[src/hw/flcfg_pkg.sv]
// Register map, field positions and timing constants of the fault, limit and temperature block
package flcfg_pkg;
   localparam int PTR_W = 5;
   localparam int REG_W = 16;
   localparam logic [4:0] FAULT_LIMIT_PTR = 5'h05;
   localparam logic [4:0] TEMP_CTRL_PTR = 5'h06;
   localparam logic [15:0] FAULT_LIMIT_RST = 16'h0000;
   localparam logic [15:0] TEMP_CTRL_RST = 16'h0000;
   // Fault and limit fields
   localparam int CHOP_HI = 13;
   localparam int CHOP_LO = 12;
   localparam int OUTER_ON_BIT = 11;
   localparam int INNER_ON_BIT = 10;
   localparam int OUTER_LVL_BIT = 9;
   localparam int INNER_LVL_BIT = 8;
   localparam int LIMIT_ON_BIT = 6;
   localparam int OVER_HI = 5;
   localparam int OVER_LO = 3;
   localparam int UNDER_HI = 2;
   localparam int UNDER_LO = 0;
   localparam logic [15:0] FAULT_LIMIT_WMASK = 16'h3f7f;
   // Temperature converter fields
   localparam int SPEED_BIT = 13;
   localparam int START_BIT = 12;
   localparam int BIAS_BIT = 11;
   localparam int CONT_BIT = 10;
   localparam int SENSE_BIT = 9;
   localparam int OWNREF_BIT = 8;
   localparam int REFSEL_HI = 7;
   localparam int REFSEL_LO = 6;
   localparam int MUX_HI = 5;
   localparam int MUX_LO = 4;
   localparam int GAIN_HI = 3;
   localparam int GAIN_LO = 2;
   localparam int RES_HI = 1;
   localparam int RES_LO = 0;
   localparam logic [15:0] TEMP_CTRL_WMASK = 16'h3fff;
   localparam logic [2:0] OVER_RESERVED = 3'h7;
   localparam logic [1:0] REF_RESERVED = 2'h3;
   // Conversion times in ms per resolution code, base values at the lowest code
   localparam int CLK_MHZ = 125;
   localparam int INT_BASE_MS = 3;
   localparam int EXT_BASE_MS = 6;
   localparam int OWN_REF_BASE_MS = 8;
   localparam int EXT_STEP1_MS = 24;
   localparam int EXT_STEP2_MS = 50;
   localparam int EXT_STEP3_MS = 100;
   localparam int OWN_STEP1_MS = 32;
   localparam int OWN_STEP2_MS = 64;
   localparam int OWN_STEP3_MS = 128;
   localparam int CYC_PER_MS = CLK_MHZ * 1000;

   typedef enum logic [1:0] {FLCFG_CHOP_FIXED, FLCFG_CHOP_OFF, FLCFG_CHOP_RAND_ALL,
                             FLCFG_CHOP_RAND_DAC} flcfg_chop_t;
   typedef enum logic [1:0] {FLCFG_REF_MAIN, FLCFG_REF_EXC, FLCFG_REF_SUPPLY,
                             FLCFG_REF_NONE} flcfg_ref_t;

   typedef struct packed {
      logic [4:0] ptr;
      logic wr;
      logic rd;
      logic [15:0] wdata;
   } flcfg_req_t;

   typedef struct packed {
      logic [3:0] outer_trip;
      logic [4:0] inner_trip;
      logic over_trip;
      logic under_trip;
   } flcfg_cmp_t;

   typedef struct packed {
      logic force_on;
      logic force_level;
      logic clamp_on;
      logic [7:0] over_level_code;
      logic [7:0] under_level_code;
   } flcfg_out_t;

   typedef struct packed {
      logic run;
      logic restart;
      logic double_speed;
      logic internal_sensing_mode;
      logic bias_on;
      logic own_ref;
      logic [1:0] ext_ref;
      logic [1:0] mux;
      logic [3:0] gain;
      logic [1:0] res;
   } flcfg_adc_t;
endpackage

[src/hw/flcfg_top.sv]
// Fault and limit configuration plus temperature converter control registers
// How it works
// - Fault/limit register at pointer 5, sixteen bits, zero reset, fields at documented bits.
// - Chop field picks fixed, off, fully random or chopping-only random clocking.
// - Outer input fault comparators act only when the outer group is on.
// - Inner amplifier fault comparators act only when the inner group is on.
// - Outer fault forces output to the outer fault level unless an inner fault also trips.
// - Inner fault forces output to the inner fault level.
// - Over and under clamps act only while scale limit is on.
// - Over-scale code picks seven descending levels; code seven is reserved.
// - Under-scale code picks eight ascending levels.
// - Converter control at pointer 6, zero reset, bits 15:14 reserved.
// - Double speed halves the shortest external-mode conversion; not in internal mode.
// - Writing one to start runs one conversion; cleared on completion unless continuous is set.
// - Bias bit switches the sense pin current source.
// - Continuous bit makes the converter run back to back.
// - Own-reference bit picks the internal reference over the external one.
// - External reference code picks main, excitation or supply; three is reserved.
// - Mux code picks the converter input pair.
// - Gain code picks one, two, four or eight.
// - Resolution field picks resolution and conversion time.
// - Internal mode resolutions take 3 to 24 ms, doubling per step.
`timescale 1ns/100ps
module flcfg_top
   import flcfg_pkg::*;
#(
   parameter int CYC_MS = CYC_PER_MS
) (
   input wire logic CLK,
   input wire logic RST_N,
   input wire flcfg_pkg::flcfg_req_t REQ,
   input wire flcfg_pkg::flcfg_cmp_t CMP,
   output logic [15:0] RDATA,
   output logic RVALID,
   output flcfg_pkg::flcfg_chop_t CHOP,
   output flcfg_pkg::flcfg_out_t OUT_CTRL,
   output flcfg_pkg::flcfg_adc_t ADC_CTRL,
   output logic CONV_DONE
);
   import flcfg_pkg::*;

   // A zero millisecond would make every conversion end at once; a negative one would wrap to a huge length
   if (CYC_MS < 1) begin : g_bad_cyc_ms
      $error("CYC_MS must be positive");
   end

   localparam int CNT_W = 32;

   logic [15:0] fl_r;
   logic [15:0] tc_r;
   logic [15:0] fl_nxt;
   logic [15:0] tc_nxt;
   flcfg_cmp_t cmp_s1_r;
   flcfg_cmp_t cmp_s2_r;
   logic restart_r;
   logic busy;
   logic done;
   logic [CNT_W-1:0] len;

   // Request arrives from the serial engine on this clock as a completed transaction
   wire wr_fl = REQ.wr && (REQ.ptr == FAULT_LIMIT_PTR);
   wire wr_tc = REQ.wr && (REQ.ptr == TEMP_CTRL_PTR);
   wire start_wr = wr_tc && REQ.wdata[START_BIT];
   wire cont = tc_r[CONT_BIT];
   wire internal = tc_r[SENSE_BIT];
   wire own_ref = tc_r[OWNREF_BIT];
   wire [1:0] res = tc_r[RES_HI:RES_LO];
   wire speed = tc_r[SPEED_BIT] && !internal;

   // Written bits land as stored; reserved bits are held at zero
   assign fl_nxt = wr_fl ? (REQ.wdata & FAULT_LIMIT_WMASK) : fl_r;

   // Start bit self-clears on completion unless continuous is set; a new one-write wins over the clear
   always_comb begin
      tc_nxt = tc_r;
      if (wr_tc) begin
         tc_nxt = REQ.wdata & TEMP_CTRL_WMASK;
         tc_nxt[START_BIT] = REQ.wdata[START_BIT] | (tc_r[START_BIT] & !done);
      end else if (done && !cont) begin
         tc_nxt[START_BIT] = 1'b0;
      end
   end

   // Base time per resolution code and sensing mode
   function automatic int base_ms(input logic intm, input logic oref, input logic [1:0] r);
      int ms;
      ms = 0;
      if (intm) begin
         ms = INT_BASE_MS << r;
      end else begin
         case (r)
            2'h0: ms = oref ? OWN_REF_BASE_MS : EXT_BASE_MS;
            2'h1: ms = oref ? OWN_STEP1_MS : EXT_STEP1_MS;
            2'h2: ms = oref ? OWN_STEP2_MS : EXT_STEP2_MS;
            default: ms = oref ? OWN_STEP3_MS : EXT_STEP3_MS;
         endcase
      end
      return ms;
   endfunction

   // Double speed only shortens the lowest resolution with external reference
   wire halve = speed && !own_ref && (res == 2'h0);
   wire [CNT_W-1:0] full_len = CNT_W'(base_ms(internal, own_ref, res) * CYC_MS);
   assign len = halve ? (full_len >> 1) : full_len;

   wire run_req = cont || tc_r[START_BIT];
   wire restart_nxt = start_wr || (cont && !busy && !restart_r) ||
                      (wr_tc && REQ.wdata[CONT_BIT] && !cont);

   flcfg_conv_timer #(
      .CNT_W(CNT_W)
   ) u_timer (
      .clk(CLK),
      .rst_n(RST_N),
      .restart(restart_r),
      .enable(run_req),
      .length(len),
      .busy(busy),
      .done(done)
   );

   // Comparator flags are asynchronous analog outputs
   wire outer_hit = fl_r[OUTER_ON_BIT] && (|cmp_s2_r.outer_trip);
   wire inner_hit = fl_r[INNER_ON_BIT] && (|cmp_s2_r.inner_trip);
   // Inner group takes priority when both groups trip at once
   wire force_lvl = inner_hit ? fl_r[INNER_LVL_BIT] : fl_r[OUTER_LVL_BIT];
   wire clamp_on = fl_r[LIMIT_ON_BIT];
   wire [2:0] over_sel = fl_r[OVER_HI:OVER_LO];
   // Reserved over-scale code clamps at the lowest documented level rather than floating
   wire [2:0] over_eff = (over_sel == OVER_RESERVED) ? (OVER_RESERVED - 3'h1) : over_sel;
   wire [7:0] over_code = 8'h01 << over_eff;
   wire [7:0] under_code = 8'h01 << fl_r[UNDER_HI:UNDER_LO];

   flcfg_out_t out_nxt;
   flcfg_adc_t adc_nxt;
   always_comb begin
      out_nxt.force_on = outer_hit || inner_hit;
      out_nxt.force_level = force_lvl;
      out_nxt.clamp_on = clamp_on && (cmp_s2_r.over_trip || cmp_s2_r.under_trip);
      out_nxt.over_level_code = clamp_on ? over_code : 8'h00;
      out_nxt.under_level_code = clamp_on ? under_code : 8'h00;
      adc_nxt.run = busy;
      adc_nxt.restart = restart_r;
      adc_nxt.double_speed = halve;
      adc_nxt.internal_sensing_mode = internal;
      adc_nxt.bias_on = tc_r[BIAS_BIT];
      adc_nxt.own_ref = own_ref;
      adc_nxt.ext_ref = own_ref ? 2'h0 : tc_r[REFSEL_HI:REFSEL_LO];
      adc_nxt.mux = tc_r[MUX_HI:MUX_LO];
      adc_nxt.gain = 4'h1 << tc_r[GAIN_HI:GAIN_LO];
      adc_nxt.res = res;
   end

   wire [15:0] rd_mux = (REQ.ptr == FAULT_LIMIT_PTR) ? fl_r :
                        (REQ.ptr == TEMP_CTRL_PTR) ? tc_r : 16'h0000;

   always_ff @(posedge CLK or negedge RST_N) begin
      if (!RST_N) begin
         fl_r <= FAULT_LIMIT_RST;
         tc_r <= TEMP_CTRL_RST;
         cmp_s1_r <= '0;
         cmp_s2_r <= '0;
         restart_r <= 1'b0;
         RDATA <= 16'h0000;
         RVALID <= 1'b0;
         CHOP <= FLCFG_CHOP_FIXED;
         OUT_CTRL <= '0;
         ADC_CTRL <= '0;
         CONV_DONE <= 1'b0;
      end else begin
         fl_r <= fl_nxt;
         tc_r <= tc_nxt;
         cmp_s1_r <= CMP;
         cmp_s2_r <= cmp_s1_r;
         restart_r <= restart_nxt;
         RDATA <= REQ.rd ? rd_mux : RDATA;
         RVALID <= REQ.rd;
         CHOP <= flcfg_chop_t'(fl_r[CHOP_HI:CHOP_LO]);
         OUT_CTRL <= out_nxt;
         ADC_CTRL <= adc_nxt;
         CONV_DONE <= done;
      end
   end
endmodule

[src/hw/flcfg_conv_timer.sv]
// Conversion timer: counts one temperature conversion and pulses on completion
`timescale 1ns/100ps
module flcfg_conv_timer #(
   parameter int CNT_W = 32
) (
   input wire logic clk,
   input wire logic rst_n,
   input wire logic restart,
   input wire logic enable,
   input wire logic [CNT_W-1:0] length,
   output logic busy,
   output logic done
);
   logic [CNT_W-1:0] cnt_r;
   logic [CNT_W-1:0] cnt_nxt;
   logic busy_nxt;
   logic done_nxt;
   wire last = busy && (cnt_r <= CNT_W'(1));

   // Restart drops the partial count and begins a fresh conversion
   assign cnt_nxt = restart ? length : (busy && !last) ? cnt_r - CNT_W'(1) : cnt_r;
   assign busy_nxt = restart ? 1'b1 : (last || !enable) ? 1'b0 : busy;
   assign done_nxt = !restart && last && enable;

   always_ff @(posedge clk or negedge rst_n) begin
      if (!rst_n) begin
         cnt_r <= '0;
         busy <= 1'b0;
         done <= 1'b0;
      end else begin
         cnt_r <= cnt_nxt;
         busy <= busy_nxt;
         done <= done_nxt;
      end
   end
endmodule

[config.mk]
export PLATFORM = sky130hd
export DESIGN_NAME = flcfg_top
export DESIGN_NICKNAME = d
export VERILOG_FILES = /design/src/hw/flcfg_pkg.sv /design/src/hw/flcfg_top.sv /design/src/hw/flcfg_conv_timer.sv
export SDC_FILE = /design/constraint.sdc
export NUM_CORES = 1
export LEC_CHECK = 0
export ABC_AREA = 1
export BUFFER_PORTS_ARGS = -buffer_cell sky130_fd_sc_hd__buf_2
export CAP_MARGIN = 20
export CORE_ASPECT_RATIO = 1.4
export CORE_UTILIZATION = 45
export CTS_BUF_LIST = sky130_fd_sc_hd__clkbuf_8 sky130_fd_sc_hd__clkbuf_16
export DETAILED_ROUTE_END_ITERATION = 10
export PLACE_DENSITY = 0.65
export SKIP_CTS_REPAIR_TIMING = 1
export SLEW_MARGIN = 10
export SYNTH_ARGS = -nofsm -noshare
export SYNTH_HDL_FRONTEND = slang
export SYNTH_HIERARCHICAL = 1
export SYNTH_SLANG_ARGS = --single-unit
export TNS_END_PERCENT = 50
[constraint.sdc]
create_clock -name CLK -period 5.2 [get_ports CLK]
set_input_delay 0 -clock CLK [delete_from_list [all_inputs] [get_ports CLK]]
set_output_delay 0 -clock CLK [all_outputs]
set_load 0.03 [all_outputs]
==> out/qor.yml <==
drv_slew: 0
clockBufferDepth: 2
syn_area_um2: 9190
gp_congestion: 0.912
drv_cap: 0
htreeDepth: 4
overflow: 0
synth-simple-area-share: 0.285
startpoint_type: "flop"
cts_tree: "yes"
status: "complete, no violations"
drtIter0Drc: 456
comb_power_share: 0.626
track_usage: 0.215
slew_headroom: 0.498
grt_max_degree: 84
synth_area_per_cell_um2: 7.74
cts-root-buf: "clkbuf_16"
reg2regPathDepth: 27
p_int_uw: 3760
vdd_drop_max_v: 0.000414
ys.flop_type: "dfrtp_1"
rows: 61
die_w_um: 123
cp.required_ps: 5510
async_reset_ff_frac: 1.00
routed_wl_mm: 21.8
fillCellCount: 1802
dp_hpwl_mm: 16.2
synth_compound_area_frac: 0.0716
muxShareOfSynthArea: 0.00272
synth_xor_area_frac: 0.00953
drt-pass1-iter-count: 5
antenna_found_initial: 0
switching_share: 0.448
drive_above_1_share: 0.187
power.share.sequential: 0.207
initial_core_util: 0.462
nets: 1486
synth_cell_types: 49
synth_edf_count: 0
clock_latency_ps: 430
clock-sinks: 137
grt_pass1_vias: 7843
route.detailed.drc: 0
yosys_warnings: 6
setup_total_negative_slack_ps: 0
antenna_cells: 0
total_power_uw: 6820
synth_top_family_by_area: "simple AND/OR/NAND/NOR gates"
core_area_um2: 19900
leakage_uw: 0.00609
area_delta_synth_final_pct: 22.5
path_clk_slew_ps: 70
hold_viol: 0
r2r_slack_ps: 230
grt_first_pass_wirelength_mm: 35.7
tightest_slew_ps: 743
hold_class: "in -> reg"
power_density_nw_per_um2: 605
viasPerCell: 5.02
ys_seq_area_frac: 0.373
die_height_um: 171
cp_max_fo: 5
max_freq_mhz: 201
switching_power_uw: 3060
worstSetupEndpointType: "flop"
post-route-min-period_ps: 4970
min_period_over_period: 0.955
ant_nets: 0
wl_per_cell_um: 13.6
setup_viol: 0
critPathArrivalTime_ps: 5280
cts_made_buffers: 17
netlist_instances: 1188
die_area_um2: 21000
critPathKind: "reg -> reg"
min_path_cells: 4
synth_adder_area_share: 0.167
vias: 8040
clock_skew_ps: 10.0
port_buffers: 86
ios: 91
synth-seq-cells: 137
p_clk_frac: 0.166
fin_util: 0.565
[power by group through the flow]
stage               clock (µW)  sequential [µW]  combinational (µW)
floorplan                    0             1470                2420
global route              1200             1440                4910
CTS                       1160             1410                3520
finish                    1130             1410                4270
global placement             0             1420                3450
detailed placement           0             1420                3500
[routing by layer]
metal,share of wire,track usage,routed length (µm),vias up
li1,-,-,-,4054
met3,0.030,0.0323,661,43
met5,0,0,0,-
met2,0.52,0.390,11400,181
met4,0.031,0.0949,668,0
met1,0.42,0.247,9090,3762
[cells in the mapped netlist (4+ instances only)]
| cell | count | area share |
|---|---|---|
| buf_2 | 6 | 0.0033 |
| nand3_1 | 91 | 0.050 |
| inv_2 | 9 | 0.0037 |
| a31oi_1 | 8 | 0.0054 |
| buf_1 | 4 | 0.0016 |
| o21ai_0 | 38 | 0.021 |
| nand3b_1 | 5 | 0.0041 |
| buf_6 | 5 | 0.0061 |
| a21oi_1 | 13 | 0.0071 |
| nand2_1 | 367 | 0.15 |
| ha_1 | 97 | 0.13 |
| clkbuf_1 | 4 | 0.0016 |
| nor2_2 | 4 | 0.0027 |
| nand4_1 | 12 | 0.0082 |
| o21ai_2 | 16 | 0.015 |
| o22a_1 | 6 | 0.0057 |
| inv_1 | 160 | 0.065 |
| dfrtp_1 | 137 | 0.37 |
| nor3_1 | 6 | 0.0033 |
| fa_1 | 16 | 0.035 |
| buf_4 | 8 | 0.0065 |
| xor2_1 | 8 | 0.0076 |
| or2_1 | 7 | 0.0048 |
| nor2_4 | 4 | 0.0049 |
| nor2_1 | 113 | 0.046 |
| o21ai_1 | 15 | 0.0082 |
[per-stage QoR]
stage          hold slack [ps]  setup WS (ps)  cell area (µm²)  std cells
6_report                  6.90            232            11300       1602
5_1_grt                   19.5          -22.8            11300       1602
4_1_cts                   -358          -71.6            10600       1568
3_5_place_dp               102          -61.1            10000       1536
3_3_place_gp              96.8           47.5            10000       1536
2_1_floorplan             -296            158             9230       1197
[cell families after synthesis]
| kind of cell | count (synthesis) |
|---|---|
| AO/OA/AOI/OAI | 106 |
| adder cells (fa/ha/maj) | 113 |
| multiplexers | 2 |
| XOR/XNOR | 10 |
| buffers and inverters | 200 |
| AND/OR/NAND/NOR | 619 |
| other | 1 |
| flip-flops | 137 |
[layout by cell type, fill, tap and decap left out, drive strengths merged, types with 10 or more instances in the layout]
cell type,instances
o21ai,69
conb,10
nand4,13
dlygate4sd3,29
ha,97
dfrtp,137
clkbuf,17
nand3,92
a21oi,13
buf,120
inv,179
nor2,121
nand2,373
fa,16
[cell type report]
class,count,area [µm²],area share
tap,252,315,0.0280
multi-input combinational,860,5300,0.470
clock buffer,17,425,0.0378
inverter,172,666,0.0591
sequential,137,3430,0.305
timing repair buffer,149,990,0.0879
clock inverter,15,138,0.0122
[state kept, by name, indices dropped and copies added, names as in the netlist, 2 cells and up]
register and cells:
u_timer/cnt_r 32, OUT_CTRL 19, ADC_CTRL 16, RDATA 14, tc_r 14, fl_r 13
cmp_s1_r 11, cmp_s2_r 11, CHOP 2
[worst max-delay path, cell delays in order, from the launching register on]
cell and delay [ps]:
dfrtp_2 450, ha_4 160, inv_2 50, nand2_2 90, inv_2 60, a221oi_4 340
ha_1 300, buf_4 140, ha_1 270, inv_1 70, fa_1 440, fa_1 550
inv_1 40, ha_1 320, ha_4 260, ha_4 270, nand2_1 90, nor2_1 120
nand3_1 90, nand2_2 110, buf_4 110, nand2_1 50, nand2_1 70, nand2_1 90
nand3_1 90, nand2_1 80, nand2_1 70, nand3_1 70
[path summary, 6_finish.rpt]
kind                             startpoint                 to
worst min-delay path                REQ[22]           RDATA[9]
worst max-delay path                tc_r[1]  u_timer/cnt_r[25]
worst max register to register      tc_r[1]  u_timer/cnt_r[25]
worst min register to register  cmp_s1_r[2]        cmp_s2_r[2]
min in group asynchronous             RST_N        OUT_CTRL[6]
max in group asynchronous             RST_N  u_timer/cnt_r[13]
Power figures use the tool's default switching activity.
